## src/icr_pkg.sv

```systemverilog
package icr_pkg;

    // Register indices; the byte address on the bus is four times the index.
    localparam logic [9:0] IDX_CUTOFF = 10'h30c;
    localparam logic [9:0] IDX_STATUS = 10'h30e;
    localparam logic [9:0] IDX_P1L_CTRL = 10'h310;
    localparam logic [9:0] IDX_P1L_DLY = 10'h312;
    localparam logic [9:0] IDX_P1R_CTRL = 10'h314;
    localparam logic [9:0] IDX_P1R_DLY = 10'h316;
    localparam logic [9:0] IDX_P2L_CTRL = 10'h318;
    localparam logic [9:0] IDX_P2L_DLY = 10'h31a;

    // Byte addresses, one aligned word per register.
    localparam int ADDR_W = 12;
    localparam logic [11:0] ADDR_CUTOFF = {IDX_CUTOFF, 2'h0};
    localparam logic [11:0] ADDR_STATUS = {IDX_STATUS, 2'h0};

    // Per-channel tables, element 0 is path 1 left, 1 is path 1 right, 2 is path 2 left.
    localparam int NCH = 3;
    localparam int NPAIR = 2;
    localparam logic [2:0][11:0] ADDR_CTRL =
        {{IDX_P2L_CTRL, 2'h0}, {IDX_P1R_CTRL, 2'h0}, {IDX_P1L_CTRL, 2'h0}};
    localparam logic [2:0][11:0] ADDR_DLY =
        {{IDX_P2L_DLY, 2'h0}, {IDX_P1R_DLY, 2'h0}, {IDX_P1L_DLY, 2'h0}};
    // Index of the left control register that governs each channel's pair.
    localparam logic [2:0][1:0] CH_LEFT = {2'h2, 2'h0, 2'h0};

    // Field positions.
    localparam int CUT_HI = 2;
    localparam int FILT_EN_BIT = 15;
    localparam int RATE_HI = 14;
    localparam int RATE_LO = 13;
    localparam int REF_HI = 12;
    localparam int REF_LO = 11;
    localparam int TYPE_HI = 10;
    localparam int TYPE_LO = 9;
    localparam int GAIN_HI = 7;
    localparam int GAIN_LO = 1;
    localparam int DLY_HI = 5;

    // Field codes and limits.
    localparam logic [2:0] CUT_MAX = 3'h4;
    localparam logic [1:0] TYPE_DIFF = 2'h0;
    localparam logic [1:0] TYPE_SINGLE = 2'h1;
    localparam logic [1:0] TYPE_DIGITAL = 2'h2;
    localparam logic [6:0] GAIN_MIN = 7'h40;
    localparam logic [6:0] GAIN_MAX = 7'h5f;

    // Reset values of the fields.
    localparam logic [2:0] CUT_RST = 3'h2;
    localparam logic [1:0] RATE_RST = 2'h1;
    localparam logic [1:0] REF_RST = 2'h0;
    localparam logic [1:0] TYPE_RST = 2'h0;
    localparam logic [6:0] GAIN_RST = 7'h40;
    localparam logic [5:0] DLY_RST = 6'h00;

    // Writable bits of each register; all other bits read as zero.
    localparam logic [15:0] CUT_MASK = 16'h0007;
    localparam logic [15:0] CTRL_MASK_L = 16'hfefe;
    localparam logic [15:0] CTRL_MASK_R = 16'h80fe;
    localparam logic [15:0] DLY_MASK = 16'h003f;
    localparam logic [2:0][15:0] CTRL_MASK = {CTRL_MASK_L, CTRL_MASK_R, CTRL_MASK_L};

    // Whole-word reset images.
    localparam logic [15:0] CTRL_RST_L = 16'h2080;
    localparam logic [15:0] CTRL_RST_R = 16'h0080;

    // Status word bit positions.
    localparam int ST_CUT_OK = 0;
    localparam int ST_DIGITAL = 1;
    localparam int ST_TYPE_BAD = 3;
    localparam int ST_GAIN_OK = 5;
    localparam int ST_GAIN_ON = 8;
    localparam int ST_DLY_ON = 11;

    // All state of the register bank, registered as one word.
    typedef struct packed {
        logic [15:0] cut;
        logic [2:0][15:0] ctrl;
        logic [2:0][15:0] dly;
        logic [31:0] rdata;
        logic slverr;
        logic [2:0] filt_en;
        logic [2:0] gain_on;
        logic [2:0][6:0] gain;
        logic [2:0][5:0] delay;
        logic [1:0] mic_on;
        logic [1:0][1:0] rate;
        logic [1:0][1:0] lref;
        logic [1:0][1:0] itype;
        logic [2:0] cutoff;
        logic cut_ok;
    } icr_state_t;

    localparam icr_state_t ST_RESET = '{
        cut: {13'h0000, CUT_RST},
        ctrl: {CTRL_RST_L, CTRL_RST_R, CTRL_RST_L},
        dly: '0,
        rdata: '0,
        slverr: 1'b0,
        filt_en: '0,
        gain_on: 3'h7,
        gain: {GAIN_RST, GAIN_RST, GAIN_RST},
        delay: {DLY_RST, DLY_RST, DLY_RST},
        mic_on: '0,
        rate: {RATE_RST, RATE_RST},
        lref: {REF_RST, REF_RST},
        itype: {TYPE_RST, TYPE_RST},
        cutoff: CUT_RST,
        cut_ok: 1'b1
    };

endpackage : icr_pkg

```

## src/icr_input_path_regs.sv

```systemverilog
// Operation
// - Shared three-bit filter cut-off, resets to 010.
// - Per-channel filter enable bit 15, resets off.
// - Pair oversample field sets microphone clock rate.
// - Pair reference select for microphone pins.
// - Pair mode field; oversample only in digital.
// - Gain code 40h-5Fh, analogue inputs only.
// - Sample delay 0-63, digital inputs only.
// - Left control mode governs both pair channels.
module icr_input_path_regs
(
    input wire logic mclk,
    input wire logic rst,
    input wire logic psel,
    input wire logic penable,
    input wire logic pwrite,
    input wire logic [icr_pkg::ADDR_W-1:0] paddr,
    input wire logic [31:0] pwdata,
    input wire logic [3:0] pstrb,
    output logic pready,
    output logic [31:0] prdata,
    output logic pslverr,
    output logic [2:0] filter_cutoff_sel,
    output logic filter_cutoff_valid,
    output logic p1_left_filter_en,
    output logic p1_right_filter_en,
    output logic p2_left_filter_en,
    output logic [1:0] p1_input_type,
    output logic [1:0] p2_input_type,
    output logic p1_mic_clock_on,
    output logic p2_mic_clock_on,
    output logic [1:0] p1_mic_clock_rate,
    output logic [1:0] p2_mic_clock_rate,
    output logic [1:0] p1_mic_level_ref,
    output logic [1:0] p2_mic_level_ref,
    output logic [6:0] p1_left_gain,
    output logic [6:0] p1_right_gain,
    output logic [6:0] p2_left_gain,
    output logic p1_left_gain_on,
    output logic p1_right_gain_on,
    output logic p2_left_gain_on,
    output logic [5:0] p1_left_sample_delay,
    output logic [5:0] p1_right_sample_delay,
    output logic [5:0] p2_left_sample_delay
);

    // Current and next copy of all block state.
    icr_pkg::icr_state_t s;
    icr_pkg::icr_state_t next_s;

    // Per-channel decode of the stored registers.
    logic [2:0][1:0] ch_type;
    logic [2:0] ch_digital;
    logic [2:0] ch_analogue;
    logic [2:0] ch_gain_ok;
    logic [2:0][6:0] ch_gain;
    // Status word assembled from the decoded state.
    logic [15:0] status_word;
    // Setup phase and write strobe of the bus.
    logic setup_phase;
    logic write_strobe;

    // Merge the written byte lanes into a register and clear unassigned bits.
    function automatic logic [15:0] icr_merge
    (
        input logic [15:0] old,
        input logic [31:0] wd,
        input logic [3:0] st,
        input logic [15:0] msk
    );
        logic [15:0] lane;
        lane = {{8{st[1]}}, {8{st[0]}}};
        icr_merge = ((old & ~lane) | (wd[15:0] & lane)) & msk;
    endfunction : icr_merge

    // Decode each channel from its own register and its pair's left register.
    for (genvar c = 0; c < icr_pkg::NCH; c++)
    begin : g_ch
        // Both channels of a pair share the mode held in the left register.
        assign ch_type[c] =
            s.ctrl[icr_pkg::CH_LEFT[c]][icr_pkg::TYPE_HI:icr_pkg::TYPE_LO];
        // Only the digital code enables the microphone side of a pair.
        assign ch_digital[c] = (ch_type[c] == icr_pkg::TYPE_DIGITAL);
        // The reserved mode code is neither analogue nor digital.
        assign ch_analogue[c] = (ch_type[c] == icr_pkg::TYPE_DIFF)
            || (ch_type[c] == icr_pkg::TYPE_SINGLE);
        assign ch_gain[c] = s.ctrl[c][icr_pkg::GAIN_HI:icr_pkg::GAIN_LO];
        // Codes outside 0 dB to 31 dB are kept but not applied.
        assign ch_gain_ok[c] = (ch_gain[c] >= icr_pkg::GAIN_MIN)
            && (ch_gain[c] <= icr_pkg::GAIN_MAX);
    end

    // Status word; it is read only and reflects the decoded configuration.
    always_comb
    begin
        status_word = '0;
        status_word[icr_pkg::ST_CUT_OK] = s.cut_ok;
        for (int p = 0; p < icr_pkg::NPAIR; p++)
        begin
            status_word[icr_pkg::ST_DIGITAL + p] = s.mic_on[p];
            status_word[icr_pkg::ST_TYPE_BAD + p] = !ch_digital[2 * p] && !ch_analogue[2 * p];
        end
        for (int c = 0; c < icr_pkg::NCH; c++)
        begin
            status_word[icr_pkg::ST_GAIN_OK + c] = ch_gain_ok[c];
            status_word[icr_pkg::ST_GAIN_ON + c] = s.gain_on[c];
            status_word[icr_pkg::ST_DLY_ON + c] = ch_digital[c];
        end
    end

    // The slave never inserts wait states, so the access phase lasts one cycle.
    assign setup_phase = psel && !penable;
    assign write_strobe = psel && penable && pwrite && !s.slverr;
    assign pready = psel && penable;

    // Next state: bus decode, register writes and the registered path controls.
    always_comb
    begin
        next_s = s;

        // Read data and the error answer are prepared in the setup cycle, so they
        // come from flip-flops and are stable through the whole access phase.
        if (setup_phase)
        begin
            next_s.rdata = '0;
            next_s.slverr = 1'b1;
            // Misaligned addresses never match a register and so are refused.
            if (paddr == icr_pkg::ADDR_CUTOFF)
            begin
                next_s.rdata = {16'h0000, s.cut};
                next_s.slverr = 1'b0;
            end
            // The status word refuses writes; a read is answered normally.
            if (paddr == icr_pkg::ADDR_STATUS)
            begin
                next_s.rdata = {16'h0000, status_word};
                next_s.slverr = pwrite;
            end
            for (int c = 0; c < icr_pkg::NCH; c++)
            begin
                if (paddr == icr_pkg::ADDR_CTRL[c])
                begin
                    next_s.rdata = {16'h0000, s.ctrl[c]};
                    next_s.slverr = 1'b0;
                end
                if (paddr == icr_pkg::ADDR_DLY[c])
                begin
                    next_s.rdata = {16'h0000, s.dly[c]};
                    next_s.slverr = 1'b0;
                end
            end
        end

        // A write lands at the access edge; any stored code is kept as written.
        if (write_strobe)
        begin
            if (paddr == icr_pkg::ADDR_CUTOFF)
            begin
                next_s.cut = icr_merge(s.cut, pwdata, pstrb, icr_pkg::CUT_MASK);
            end
            for (int c = 0; c < icr_pkg::NCH; c++)
            begin
                if (paddr == icr_pkg::ADDR_CTRL[c])
                begin
                    next_s.ctrl[c] =
                        icr_merge(s.ctrl[c], pwdata, pstrb, icr_pkg::CTRL_MASK[c]);
                end
                if (paddr == icr_pkg::ADDR_DLY[c])
                begin
                    next_s.dly[c] =
                        icr_merge(s.dly[c], pwdata, pstrb, icr_pkg::DLY_MASK);
                end
            end
        end

        // One cut-off code serves every filter; reserved codes are flagged.
        next_s.cutoff = s.cut[icr_pkg::CUT_HI:0];
        next_s.cut_ok = (s.cut[icr_pkg::CUT_HI:0] <= icr_pkg::CUT_MAX);

        // Per-channel controls follow the stored registers one cycle later.
        for (int c = 0; c < icr_pkg::NCH; c++)
        begin
            // Each channel switches its own filter in or out.
            next_s.filt_en[c] = s.ctrl[c][icr_pkg::FILT_EN_BIT];
            next_s.gain[c] = ch_gain[c];
            // Gain only acts on an analogue input with a defined code.
            next_s.gain_on[c] = ch_analogue[c] && ch_gain_ok[c];
            // The delay only acts on a digital input; otherwise it reads as none.
            if (ch_digital[c])
            begin
                next_s.delay[c] = s.dly[c][icr_pkg::DLY_HI:0];
            end
            else
            begin
                next_s.delay[c] = '0;
            end
        end

        // Pair controls come from the left register of each pair.
        for (int p = 0; p < icr_pkg::NPAIR; p++)
        begin
            next_s.itype[p] = ch_type[2 * p];
            // The microphone clock runs only while the pair is in digital mode.
            next_s.mic_on[p] = ch_digital[2 * p];
            next_s.rate[p] = s.ctrl[2 * p][icr_pkg::RATE_HI:icr_pkg::RATE_LO];
            next_s.lref[p] = s.ctrl[2 * p][icr_pkg::REF_HI:icr_pkg::REF_LO];
        end
    end

    // State register; the reset image matches the documented field defaults.
    always_ff @(posedge mclk or posedge rst)
    begin
        if (rst)
        begin
            s <= icr_pkg::ST_RESET;
        end
        else
        begin
            s <= next_s;
        end
    end

    // Bus answer.
    assign prdata = s.rdata;
    assign pslverr = s.slverr;

    // Path controls, all taken straight from flip-flops.
    assign filter_cutoff_sel = s.cutoff;
    assign filter_cutoff_valid = s.cut_ok;
    assign p1_left_filter_en = s.filt_en[0];
    assign p1_right_filter_en = s.filt_en[1];
    assign p2_left_filter_en = s.filt_en[2];
    assign p1_input_type = s.itype[0];
    assign p2_input_type = s.itype[1];
    assign p1_mic_clock_on = s.mic_on[0];
    assign p2_mic_clock_on = s.mic_on[1];
    // The rate is meaningful only while the matching clock-on output is high.
    assign p1_mic_clock_rate = s.rate[0];
    assign p2_mic_clock_rate = s.rate[1];
    assign p1_mic_level_ref = s.lref[0];
    assign p2_mic_level_ref = s.lref[1];
    // Gain changes are not smoothed; software must change them with the path off.
    assign p1_left_gain = s.gain[0];
    assign p1_right_gain = s.gain[1];
    assign p2_left_gain = s.gain[2];
    assign p1_left_gain_on = s.gain_on[0];
    assign p1_right_gain_on = s.gain_on[1];
    assign p2_left_gain_on = s.gain_on[2];
    assign p1_left_sample_delay = s.delay[0];
    assign p1_right_sample_delay = s.delay[1];
    assign p2_left_sample_delay = s.delay[2];

endmodule : icr_input_path_regs

```

## config.mk

```make
export PLATFORM = sky130hd
export DESIGN_NAME = icr_input_path_regs
export DESIGN_NICKNAME = d
export VERILOG_FILES = /design/src/icr_pkg.sv /design/src/icr_input_path_regs.sv
export SDC_FILE = /design/constraint.sdc
export NUM_CORES = 1
export LEC_CHECK = 0
export BUFFER_PORTS_ARGS = -buffer_cell sky130_fd_sc_hd__buf_2
export CAP_MARGIN = 5
export CORE_MARGIN = 4
export CORE_UTILIZATION = 53
export CTS_CLUSTER_DIAMETER = 60
export DETAILED_ROUTE_END_ITERATION = 7
export GPL_TIMING_DRIVEN = 0
export PLACE_DENSITY = 0.79
export RECOVER_POWER = 100
export REMOVE_ABC_BUFFERS = 1
export SYNTH_ARGS = -nofsm -noshare
export SYNTH_HDL_FRONTEND = slang
export SYNTH_SLANG_ARGS = --single-unit
```

## constraint.sdc

```tcl
create_clock -name mclk -period 5.6 [get_ports mclk]
set_input_delay 0.56 -clock mclk [delete_from_list [all_inputs] [get_ports mclk]]
set_output_delay 0.56 -clock mclk [all_outputs]
set_load 0.02 [all_outputs]
```

# --- Yosys cells after proc, flatten, opt, wreduce, memory -nomap -nowiden ---
# Index checks and enable logic that the tools add are counted.
word_totals:
  reg_bits: 153
  output_inout_bits: 97
  word_cells: 101
classes:
  mux: 11
  order_cmp: 7
  n_reduce_logical: 29
  n_eq_ne: 12
  n_bitwise: 16
ops:
  columns: ["cell", "n"]
  rows:
  - ["2-to-1 mux 33 bit", 4]
  - ["== test 12 bit (second input constant)", 8]
  - ["AND 16 bit", 4]
  - ["bitwise OR 16 bit", 3]
  - ["2-to-1 mux 17 bit", 2]
  - ["greater-or-equal comparator 7 bit (second input constant)", 3]
  - ["<= comparator 7 bit (second input constant)", 3]
  - ["AND 6 bit", 3]
  - ["2-to-1 mux 6 bit", 3]
  - ["bitwise OR 6 bit", 3]
  - ["NOT 16 bit", 1]
  - ["2-to-1 mux 15 bit", 1]
  - ["AND reduction 2 bit", 7]
  - ["logical AND 1 bit", 12]
  - ["logical NOT 1 bit", 6]
  - ["== test 2 x 1 -> 1 bit (second input constant)", 2]
  - ["== test 2 bit (second input constant)", 2]
  - ["logical NOT 2 bit", 2]
  - ["2-to-1 mux 4 bit", 1]
  - ["AND 3 bit", 1]
  - ["<= comparator 3 bit (second input constant)", 1]
  - ["bitwise OR 3 bit", 1]
  - ["logical OR 1 bit", 2]

# --- Longest topological paths before layout ---
# Gate-level depths: netlist of the first run.
logic_depth:
  depth_word: 11
  depth_mapped: 6
  mapped_depth_nobuf: 4

# --- Worst setup path after synthesis of the first run ---
# Ideal clock, no wire load.
synth_path:
  path_type: "input port to flip-flop"
  from: "in paddr[7] (netlist bit)"
  to: "reg with a tool-made name"
  path_buffers: 0
  t_arrival_ns: 1.909
  t_required_ns: 5.475
  stages: 4
  setup_time_ns: 0.125
  path_slack_ns: 3.566
  cell_sequence: "nor4b_4 -> nand2_2 -> nor3_4 -> mux2_4"
synth_rtl:
  columns: ["item", "line_no", "source"]
  rows:
  - ["start: declaration", "icr_input_path_regs.sv:17", "input wire logic [icr_pkg::ADDR_W-1:0] paddr,"]

==> results of run 1 <==
[metal layers]
layer / track usage / share of wire / vias up
li1: - / - / 1648
met1: 0.280 / 0.42 / 1847
met2: 0.341 / 0.48 / 151
met3: 0.0626 / 0.078 / 27
met4: 0.0704 / 0.022 / 0
met5: 0 / 0 / -
[cells by family after synthesis]
kind of cell	count (synthesis)	synth area share
buffers and inverters	110	0.122
AND/OR/NAND/NOR	95	0.108
multiplexers	72	0.135
flip-flops	137	0.566
AO/OA/AOI/OAI	60	0.0682
other	1	0.000616
[final cells by class]
type	count	area share
flip-flops and latches	137	0.519
multi-input cells	243	0.283
repair buffers	115	0.0748
clock buffers	17	0.0641
clock inverters	15	0.0286
well taps	140	0.0264
inverters	6	0.00358
[stage by stage]
| stage | cell area, um^2 | hold slack [ps] | std cells | power (mW) | utilization |
|---|---|---|---|---|---|
| 3_5_place_dp | 6200 | 370 | 641 | 1.11 | 0.562 |
| 3_3_place_gp | 6170 | 367 | 640 | 1.10 | 0.559 |
| 2_1_floorplan | 5420 | 359 | 386 | 1.06 | - |
| 6_report | 6640 | 391 | 673 | 2.24 | 0.602 |
| 4_1_cts | 6820 | 227 | 673 | 2.26 | 0.618 |
| 5_1_grt | 6640 | 378 | 673 | 2.31 | 0.602 |
[layout by cell type (no fill, tap or decap), types with 6 or more instances in the layout]
master and n:
sky130_fd_sc_hd__buf_2 33, sky130_fd_sc_hd__and2_0 15, sky130_fd_sc_hd__mux2_2 49, sky130_fd_sc_hd__dfrtp_1 121, sky130_fd_sc_hd__clkbuf_1 81, sky130_fd_sc_hd__clkbuf_16 17
sky130_fd_sc_hd__nand2_1 18, sky130_fd_sc_hd__and2_1 6, sky130_fd_sc_hd__dfstp_1 6, sky130_fd_sc_hd__nor2b_1 7, sky130_fd_sc_hd__conb_1 16, sky130_fd_sc_hd__mux2i_1 13
sky130_fd_sc_hd__dfstp_2 10, sky130_fd_sc_hd__mux2_1 9, sky130_fd_sc_hd__nand2b_1 7, sky130_fd_sc_hd__o21ai_0 15, sky130_fd_sc_hd__nor2_1 12
[path summary, 6_finish.rpt]
check                          from                    to  slack (ps)  cells after the start
setup reg to reg            pslverr              register        2670                      4
hold / removal             register  p1_mic_clock_rate[0]         390                      0
min in group asynchronous       rst  p1_mic_clock_rate[1]         900                      2
setup / recovery           paddr[1]              register        2270                      5
hold reg to reg            register  p1_mic_clock_rate[0]         390                      0
max in group asynchronous       rst             async pin        3460                      2
[where the power goes]
group | internal, mW | switching [mW] | total, mW
registers | 0.993 | 0.00211 | 0.995
clock network | 0.708 | 0.445 | 1.15
logic | 0.0229 | 0.0665 | 0.0894
total | 1.72 | 0.514 | 2.24
==> summary.txt, run 1 <==
Yosys
  • Most common library cells after synthesis: 121 x sky130_fd_sc_hd__dfrtp_1, 86 x sky130_fd_sc_hd__buf_4, 51 x sky130_fd_sc_hd__mux2_2, 21 x sky130_fd_sc_hd__and2_1, 17 x sky130_fd_sc_hd__nand2_1
  • Leading cell type by number of instances after synthesis: sky130_fd_sc_hd__dfrtp_1
  • EDFF count, synth: 0
  • Synth warnings: 0
  • Sequential share of the synthesized area: 0.566
  • Post-Synthesis Mean Instance Area: 12.8 um^2
  • Top cell type by total area after synthesis: sky130_fd_sc_hd__dfrtp_1
  • Fraction of post-synthesis cell area in the top cell type by area: 0.497
  • Leading post-synthesis cells by cell area: sky130_fd_sc_hd__dfrtp_1 50%, sky130_fd_sc_hd__buf_4 11%, sky130_fd_sc_hd__mux2_2 9.4%
  • Most used DFF post-synth: sky130_fd_sc_hd__dfrtp_1
  • Area of the mapped netlist: 0.00609 mm^2
  • Share of async-settable or async-resettable flops after synthesis: 1.00
  • Count of cell types in the netlist: 55
  • Flip-flop and latch count after synthesis: 137
  • Cell count after synthesis: 475

STA
  • Final sum of negative setup slack: 0 ps
  • Count of final setup violators: 0
  • Number of pins exceeding their max-slew limit in the final report: 70
  • Final hold violation count: 0
  • Slew HR: -0.824
  • Final setup slack of the worst path: 2270 ps
  • Measured slew at the worst slew-check pin: 2720 ps
  • Unrepaired setup endpoints after global routing: false
  • Max Freq: 300 MHz
  • Fin crit share: 0.595
  • Worst clock skew on the final layout: 7.83 ps
  • Min cycle time layout: 3330 ps

Floorplanning
  • Row count: 38
  • Die Span Y: 115 um
  • Die footprint: 0.0133 mm^2
  • Effective utilization at floorplan: 0.552
  • Core outline area: 0.0110 mm^2
  • Number of top-level design ports: 150
  • Die X: 115 um

Job
  • Count of max-cap constraint violations: 2

Final layout
  • Count of inserted antenna diode cells: 0
  • Area growth syn-to-layout: 9.06%
  • Multi-input gate area: 0.00188 mm^2
  • Number of inserted filler cells in the final layout: 904
  • Seq. cell area: 0.00345 mm^2
  • Number of nets in the final layout: 573
  • Proportion of layout cells with a drive suffix above 1: 0.255

Detailed routing
  • Residual DRC count: 0
  • Total Routed Length: 13400 um
  • DRC violation total after the first TritonRoute iteration: 299
  • Total vias in the final route: 3673
  • Post-detailed-route via-to-cell ratio: 5.46
  • Iteration count of the initial detailed-routing pass: 4
  • Routed Antenna Nets: 0
  • Wirelength per Cell: 19.9 um

Global routing
  • Gr usage total: 0.213
  • Maximum number of pins on one net before global-route repair: 76
  • Global-route wire length before repair: 21000 um
  • Via count of the first global-routing pass: 3804
  • Remaining global-route overflow: 0
  • Number of antenna violations at the first check in global routing: 0

CTS
  • Clock transition at the registers of the reported paths: 60 ps
  • H-tree depth: 4
  • CTS Buffer Depth: 2
  • CTS tree: done
  • Number of buffers inserted during clock tree synthesis: 17
  • # hold bufs at CTS: 0
  • Clock latency at the later pin of the worst-skew pair: 420 ps
  • Number of gates resized after cts: 0
  • Clk Tree Root Cell: sky130_fd_sc_hd__clkbuf_16
  • Number of setup buffers added after CTS: 0
  • CTS sink count: 137

Place
  • Half-perimeter wire length of the detailed placement result: 8890 um
  • Count of input and output buffers: 114
  • Final estimated routing congestion in global placement: 0.826
  • Pre-CTS worst setup slack: 2920 ps

Pwr
  • Power density cells: 337 mW/mm^2
  • Leakage power total: 3.10 nW
  • Largest vdd supply drop: 0.000198 V

Critical path
  • Arrival time at the worst endpoint: 3630 ps
  • Cell family with the largest share of critical-path delay: simple AND/OR/NAND/NOR gates
  • Required time of the worst setup path: 5900 ps
  • CP bufs+invs: 1
  • Category of the worst setup path launch point: input port
  • Cell Chain, Critical Path: buf_2, nor4b_1, nand3_2, nor4_1, mux2_2
  • Slowest stage delay, CP: 1350 ps
  • Type of the worst setup path: input port to register
  • Endpoint class of the critical path: register
  • Max FO, Critical Path: 6
  • CP max stage cell: sky130_fd_sc_hd__nor4_1

Hold path
  • Type of the worst min-delay path: register to register

Outcome
  • Status: finished with violations
  • Violated checks: max-capacitance violations, max-slew violations
Power figures use the tool's default switching activity.
==> run 2, diff against run 1 <==
==> constraint.sdc (replaced) <==
create_clock -name mclk -period 3.4 [get_ports mclk]
set_input_delay 0.34 -clock mclk [delete_from_list [all_inputs] [get_ports mclk]]
set_output_delay 0.34 -clock mclk [all_outputs]
set_load 0.02 [all_outputs]
==> summary.txt, run 2 (synthesized netlist as in run 1, its figures left out) <==
CTS
  • Clk Tree Root Cell: sky130_fd_sc_hd__clkbuf_16 (unchanged)
  • H-tree depth: 4 (unchanged)
  • Number of setup buffers added after CTS: 0 (unchanged)
  • CTS tree: done (unchanged)
  • CTS Buffer Depth: 2 (unchanged)
  • Number of buffers inserted during clock tree synthesis: 17 (unchanged)
  • Number of gates resized after cts: 0 (unchanged)
  • # hold bufs at CTS: 0 (unchanged)
  • Clock transition at the registers of the reported paths: 60 ps (about the same)
  • CTS sink count: 137 (unchanged)
  • Clock latency at the later pin of the worst-skew pair: 420 ps (about the same)

Job
  • Count of max-cap constraint violations: 1 (was 2)

Pwr
  • Net switching power: 0.847 mW (was 0.514 mW)
  • Power density cells: 553 mW/mm^2 (was 337 mW/mm^2)
  • Net switching fraction of the power: 0.230 (about the same)
  • Largest vdd supply drop: 0.000326 V (was 0.000198 V)
  • P_int: 2.84 mW (was 1.72 mW)
  • Reg power frac: 0.445 (about the same)
  • Share of total power in the clock network: 0.515 (about the same)
  • Total design power: 3.69 mW (was 2.24 mW)
  • Leakage power total: 3.12 nW (was 3.10 nW)
  • Logic pwr share: 0.041 (was 0.040)

Detailed routing
  • Iteration count of the initial detailed-routing pass: 4 (unchanged)
  • Wirelength per Cell: 19.9 um (about the same)
  • Total Routed Length: 13400 um (about the same)
  • Residual DRC count: 0 (unchanged)
  • Post-detailed-route via-to-cell ratio: 5.50 (was 5.46)
  • Routed Antenna Nets: 0 (unchanged)
  • Total vias in the final route: 3699 (was 3673)
  • DRC violation total after the first TritonRoute iteration: 306 (was 299)

Global routing
  • Via count of the first global-routing pass: 3804 (unchanged)
  • Number of antenna violations at the first check in global routing: 0 (unchanged)
  • Gr usage total: 0.213 (unchanged)
  • Global-route wire length before repair: 21000 um (unchanged)
  • Remaining global-route overflow: 0 (unchanged)
  • Maximum number of pins on one net before global-route repair: 76 (unchanged)

Critical path
  • Endpoint class of the critical path: register (unchanged)
  • Required time of the worst setup path: 3700 ps (was 5900 ps)
  • Max FO, Critical Path: 22 (was 6)
  • Category of the worst setup path launch point: input port (unchanged)
  • Type of the worst setup path: input port to register (unchanged)
  • Arrival time at the worst endpoint: 2970 ps (was 3630 ps)

Floorplanning
  • Effective utilization at floorplan: 0.552 (unchanged)
  • Row count: 38 (unchanged)
  • Die footprint: 0.0133 mm^2 (unchanged)
  • Core outline area: 0.0110 mm^2 (unchanged)
  • Die Span Y: 115 um (unchanged)
  • Die X: 115 um (unchanged)
  • Number of top-level design ports: 150 (unchanged)

STA
  • Number of pins exceeding their max-slew limit in the final report: 63 (was 70)
  • Measured slew at the worst slew-check pin: 2350 ps (was 2720 ps)
  • Max Freq: 374 MHz
  • Final setup slack of the worst path: 729 ps (was 2270 ps)
  • Slew HR: -0.568 (was -0.824)
  • Final sum of negative setup slack: 0 ps (unchanged)
  • Count of final setup violators: 0 (unchanged)
  • Final hold violation count: 0 (unchanged)
  • Min cycle time layout: 2670 ps
  • Fin crit share: 0.786
  • Unrepaired setup endpoints after global routing: false (unchanged)
  • Worst clock skew on the final layout: 6.48 ps (was 7.83 ps)

Final layout
  • Proportion of layout cells with a drive suffix above 1: 0.253 (was 0.255)
  • Layout Utilization: 0.604 (was 0.602)
  • Number of nets in the final layout: 573 (unchanged)
  • Area growth syn-to-layout: 9.54% (was 9.06%)
  • Most common cell after layout, fill and taps aside: sky130_fd_sc_hd__dfrtp_1 (unchanged)
  • Total non-filler cell area in the finished layout: 0.00667 mm^2 (was 0.00664 mm^2)
  • Number of inserted filler cells in the final layout: 901 (was 904)
  • Commonest cells after routing, fill and taps aside: 121 x sky130_fd_sc_hd__dfrtp_1, 83 x sky130_fd_sc_hd__clkbuf_1, 49 x sky130_fd_sc_hd__mux2_2 (was 121 x sky130_fd_sc_hd__dfrtp_1, 81 x sky130_fd_sc_hd__clkbuf_1, 49 x sky130_fd_sc_hd__mux2_2)
  • Count of inserted antenna diode cells: 0 (unchanged)

Place
  • Final estimated routing congestion in global placement: 0.826 (unchanged)
  • Count of input and output buffers: 114 (unchanged)
  • Post-Place Cell Area: 0.00620 mm^2 (unchanged)
  • Half-perimeter wire length of the detailed placement result: 8890 um (unchanged)
  • Pre-CTS worst setup slack: 943 ps (was 2920 ps)

Outcome
  • Violated checks: max-capacitance violations, max-slew violations (unchanged)
  • Status: finished with violations (unchanged)

Hold path
  • Type of the worst min-delay path: input port to register (was register to register)
==> run 2: power groups by stage <==
stage          clock [mW]  sequential, mW  combinational [mW]
4_1_cts              1.92            1.64               0.153
3_5_place_dp            0            1.67               0.152
5_1_grt              2.01            1.64               0.164
2_1_floorplan           0            1.67              0.0740
3_3_place_gp            0            1.67               0.143
6_report             1.90            1.64               0.150
==> run 2: per-stage QoR <==
| stage | hold WS (ps) | std cells |
|---|---|---|
| after CTS | 7.26 | 673 |
| after detailed placement | 370 | 641 |
| after global routing | 158 | 673 |
| after global placement | 367 | 640 |
| final | 167 | 673 |
| after floorplan | 359 | 386 |
==> run 2: worst paths after layout <==
| kind | cells after the start | slack, ps | from | endpoint |
|---|---|---|---|---|
| max | 4 | 730 | paddr[4] | register |
| min | 2 | 170 | pwdata[11] | register |
| max reg2reg | 4 | 860 | pslverr | register |
| min reg2reg | 0 | 390 | register | p1_mic_clock_rate[0] |
| max in group asynchronous | 2 | 1320 | rst | async pin |
| min in group asynchronous | 2 | 710 | rst | p1_mic_clock_rate[1] |
==> run 2: worst max-delay path, stage by stage <==
cell and delay [ps]:
sky130_fd_sc_hd__clkbuf_1 830, sky130_fd_sc_hd__nand2b_1 250, sky130_fd_sc_hd__nor3_1 1110, sky130_fd_sc_hd__mux2_2 430
==> run 2: per-layer routing <==
metal  track usage  up-vias  part of all wire
li1              -     1654                 -
met1         0.280     1866              0.41
met2         0.341      155              0.49
met3        0.0626       24             0.080
met4        0.0704        0             0.021
met5             0        -                 0
==> run 2: final cells by class <==
cell class	instances	area, um^2	area share
Sequential cell	137	3450	0.517
Clock buffer	17	425	0.0638
Clock inverter	15	190	0.0285
Tap cell	140	175	0.0263
Inverter	6	22.5	0.00338
Multi-Input combinational cell	243	1910	0.287
Timing Repair Buffer	115	494	0.0741
==> run 3, diff against run 2 <==
--- a/config.mk
+++ b/config.mk
@@ -8,11 +8,11 @@
 export BUFFER_PORTS_ARGS = -buffer_cell sky130_fd_sc_hd__buf_2
 export CAP_MARGIN = 5
 export CORE_MARGIN = 4
-export CORE_UTILIZATION = 53
+export CORE_UTILIZATION = 48
 export CTS_CLUSTER_DIAMETER = 60
 export DETAILED_ROUTE_END_ITERATION = 7
 export GPL_TIMING_DRIVEN = 0
-export PLACE_DENSITY = 0.79
+export PLACE_DENSITY = 0.76
 export RECOVER_POWER = 100
 export REMOVE_ABC_BUFFERS = 1
 export SYNTH_ARGS = -nofsm -noshare
==> constraint.sdc (replaced) <==
create_clock -name mclk -period 2.25 [get_ports mclk]
set_input_delay 0.225 -clock mclk [delete_from_list [all_inputs] [get_ports mclk]]
set_output_delay 0.225 -clock mclk [all_outputs]
set_load 0.02 [all_outputs]
==> summary.txt, run 3 (synthesized netlist as in run 1, its figures left out) <==
Outcome
  • Status: completed (was finished with violations)

Final layout
  • Area growth syn-to-layout: 11.2% (was 9.54%)
  • Count of inserted antenna diode cells: 0 (unchanged)
  • Seq. cell area: 0.00345 mm^2 (unchanged)
  • Number of inserted filler cells in the final layout: 1063 (was 901)
  • Commonest cells after routing, fill and taps aside: 121 x sky130_fd_sc_hd__dfrtp_1, 85 x sky130_fd_sc_hd__clkbuf_1, 50 x sky130_fd_sc_hd__mux2_2 (was 121 x sky130_fd_sc_hd__dfrtp_1, 83 x sky130_fd_sc_hd__clkbuf_1, 49 x sky130_fd_sc_hd__mux2_2)
  • Most common cell after layout, fill and taps aside: sky130_fd_sc_hd__dfrtp_1 (unchanged)
  • Number of nets in the final layout: 579 (was 573)
  • Multi-input gate area: 0.00190 mm^2 (was 0.00191 mm^2)
  • Proportion of layout cells with a drive suffix above 1: 0.265 (was 0.253)

Global routing
  • Maximum number of pins on one net before global-route repair: 74 (was 76)
  • Gr usage total: 0.191 (was 0.213)
  • Met2 track demand over resource: 0.309 (was 0.341)
  • Via count of the first global-routing pass: 3802 (was 3804)
  • Most congested layer reported by global routing: met2 (unchanged)
  • Met3 demand-to-capacity share in global routing: 0.0585 (was 0.0626)
  • Global-route track usage on met1: 0.245 (was 0.280)
  • Global-route wire length before repair: 21000 um (about the same)
  • Remaining global-route overflow: 0 (unchanged)
  • Number of antenna violations at the first check in global routing: 0 (unchanged)

Floorplanning
  • Number of top-level design ports: 150 (unchanged)
  • Row count: 40 (was 38)
  • Core outline area: 0.0122 mm^2 (was 0.0110 mm^2)
  • Die Span Y: 121 um (was 115 um)
  • Die footprint: 0.0145 mm^2 (was 0.0133 mm^2)
  • Die X: 121 um (was 115 um)
  • Effective utilization at floorplan: 0.498 (was 0.552)

Place
  • Pre-CTS worst setup slack: -99.1 ps (was 943 ps)
  • Count of input and output buffers: 114 (unchanged)
  • Half-perimeter wire length of the detailed placement result: 9030 um (was 8890 um)
  • Final estimated routing congestion in global placement: 0.793 (was 0.826)

STA
  • Final hold violation count: 0 (unchanged)
  • Number of pins exceeding their max-slew limit in the final report: 0 (was 63)
  • Min cycle time layout: 2190 ps
  • Fin crit share: 0.971
  • Final setup slack of the worst path: 64.5 ps (was 729 ps)
  • Worst clock skew on the final layout: 6.19 ps (was 6.48 ps)
  • Count of final setup violators: 0 (unchanged)
  • Worst Hold Margin: 54.2 ps (was 167 ps)
  • Measured slew at the worst slew-check pin: 1330 ps (was 2350 ps)
  • Max Freq: 458 MHz
  • Unrepaired setup endpoints after global routing: false (unchanged)
  • Slew HR: 0.111 (was -0.568)

Detailed routing
  • Wirelength per Cell: 19.0 um (was 19.9 um)
  • Total Routed Length: 13500 um (was 13400 um)
  • Total vias in the final route: 3726 (was 3699)
  • Routed Antenna Nets: 0 (unchanged)
  • Iteration count of the initial detailed-routing pass: 5 (was 4)
  • Post-detailed-route via-to-cell ratio: 5.27 (was 5.50)
  • DRC violation total after the first TritonRoute iteration: 370 (was 306)
  • Residual DRC count: 0 (unchanged)

Critical path
  • Max FO, Critical Path: 7 (was 22)
  • Minimum setup slack among reg-to-reg paths: 60 ps (was 860 ps)
  • Required time of the worst setup path: 2550 ps (was 3700 ps)
  • Arrival time at the worst endpoint: 2480 ps (was 2970 ps)
  • Category of the worst setup path launch point: register (was input port)
  • Endpoint class of the critical path: register (unchanged)
  • Type of the worst setup path: register to register (was input port to register)

Pwr
  • Leakage power total: 3.10 nW (was 3.12 nW)
  • Largest vdd supply drop: 0.000441 V (was 0.000326 V)
  • Power density cells: 831 mW/mm^2 (was 553 mW/mm^2)

Hold path
  • Type of the worst min-delay path: input port to register (unchanged)

CTS
  • CTS tree: done (unchanged)
  • Number of buffers inserted during clock tree synthesis: 17 (unchanged)
  • Clk Tree Root Cell: sky130_fd_sc_hd__clkbuf_16 (unchanged)
  • CTS sink count: 137 (unchanged)
  • CTS Buffer Depth: 2 (unchanged)
  • H-tree depth: 4 (unchanged)
  • Clock transition at the registers of the reported paths: 60 ps (about the same)
  • Clock latency at the later pin of the worst-skew pair: 410 ps (was 420 ps)

Job
  • Count of max-cap constraint violations: 0 (was 1)
==> run 3: power by group <==
group,internal (mW),switching [mW]
Clock,1.86,1.06
Sequential,2.47,0.00526
Combinational,0.0587,0.170
Total,4.39,1.23
==> run 3: area by class of cell <==
type / instances / share of cell area
sequential: 137 / 0.509
multi-input combinational: 243 / 0.281
timing repair buffer: 121 / 0.0824
clock buffer: 18 / 0.0634
tap: 168 / 0.0311
clock inverter: 14 / 0.0290
inverter: 6 / 0.00388
==> run 3: what timing repair did <==
item	4_1_cts	5_1_grt
hold buffers	1	0
buffers inserted	0	5
resized for setup	0	1
endpoints found under the hold margin	61	0
setup endpoints to repair	0	28
==> run 3: stage by stage <==
stage	std cells	total power [mW]	utilization	setup TNS [ps]	cell area, um^2
after global placement	668	2.74	0.508	-365090	6200
after detailed placement	669	2.75	0.511	-1730	6240
final	707	5.63	0.554	0	6770
after global routing	707	5.80	0.554	0	6770
after CTS	702	5.67	0.563	0	6870
after floorplan	386	2.64	-	-205630	5420
==> run 3: final timing paths <==
| check | startpoint | endpoint | cells past startpoint |
|---|---|---|---|
| worst max-delay path | pslverr | register | 4 |
| min in group asynchronous | rst | async pin | 3 |
| worst max register to register | pslverr | register | 4 |
| max in group asynchronous | rst | p1_right_gain_on | 4 |
| worst min-delay path | pwdata[11] | register | 2 |
| worst min register to register | register | p1_mic_clock_rate[0] | 0 |
==> run 3: worst max-delay path, stage by stage (launching register included) <==
cell and delay [ps]:
sky130_fd_sc_hd__dfrtp_1 410, sky130_fd_sc_hd__and4b_1 330, sky130_fd_sc_hd__nand4_1 220, sky130_fd_sc_hd__nor2b_1 700, sky130_fd_sc_hd__mux2_2 410
==> run 3: metal layers <==
metal	share of wire	wire length, um	up-vias
li1	-	-	1667
met1	0.43	5770	1865
met2	0.48	6510	173
met3	0.069	925	21
met4	0.020	263	0
met5	0	0	-
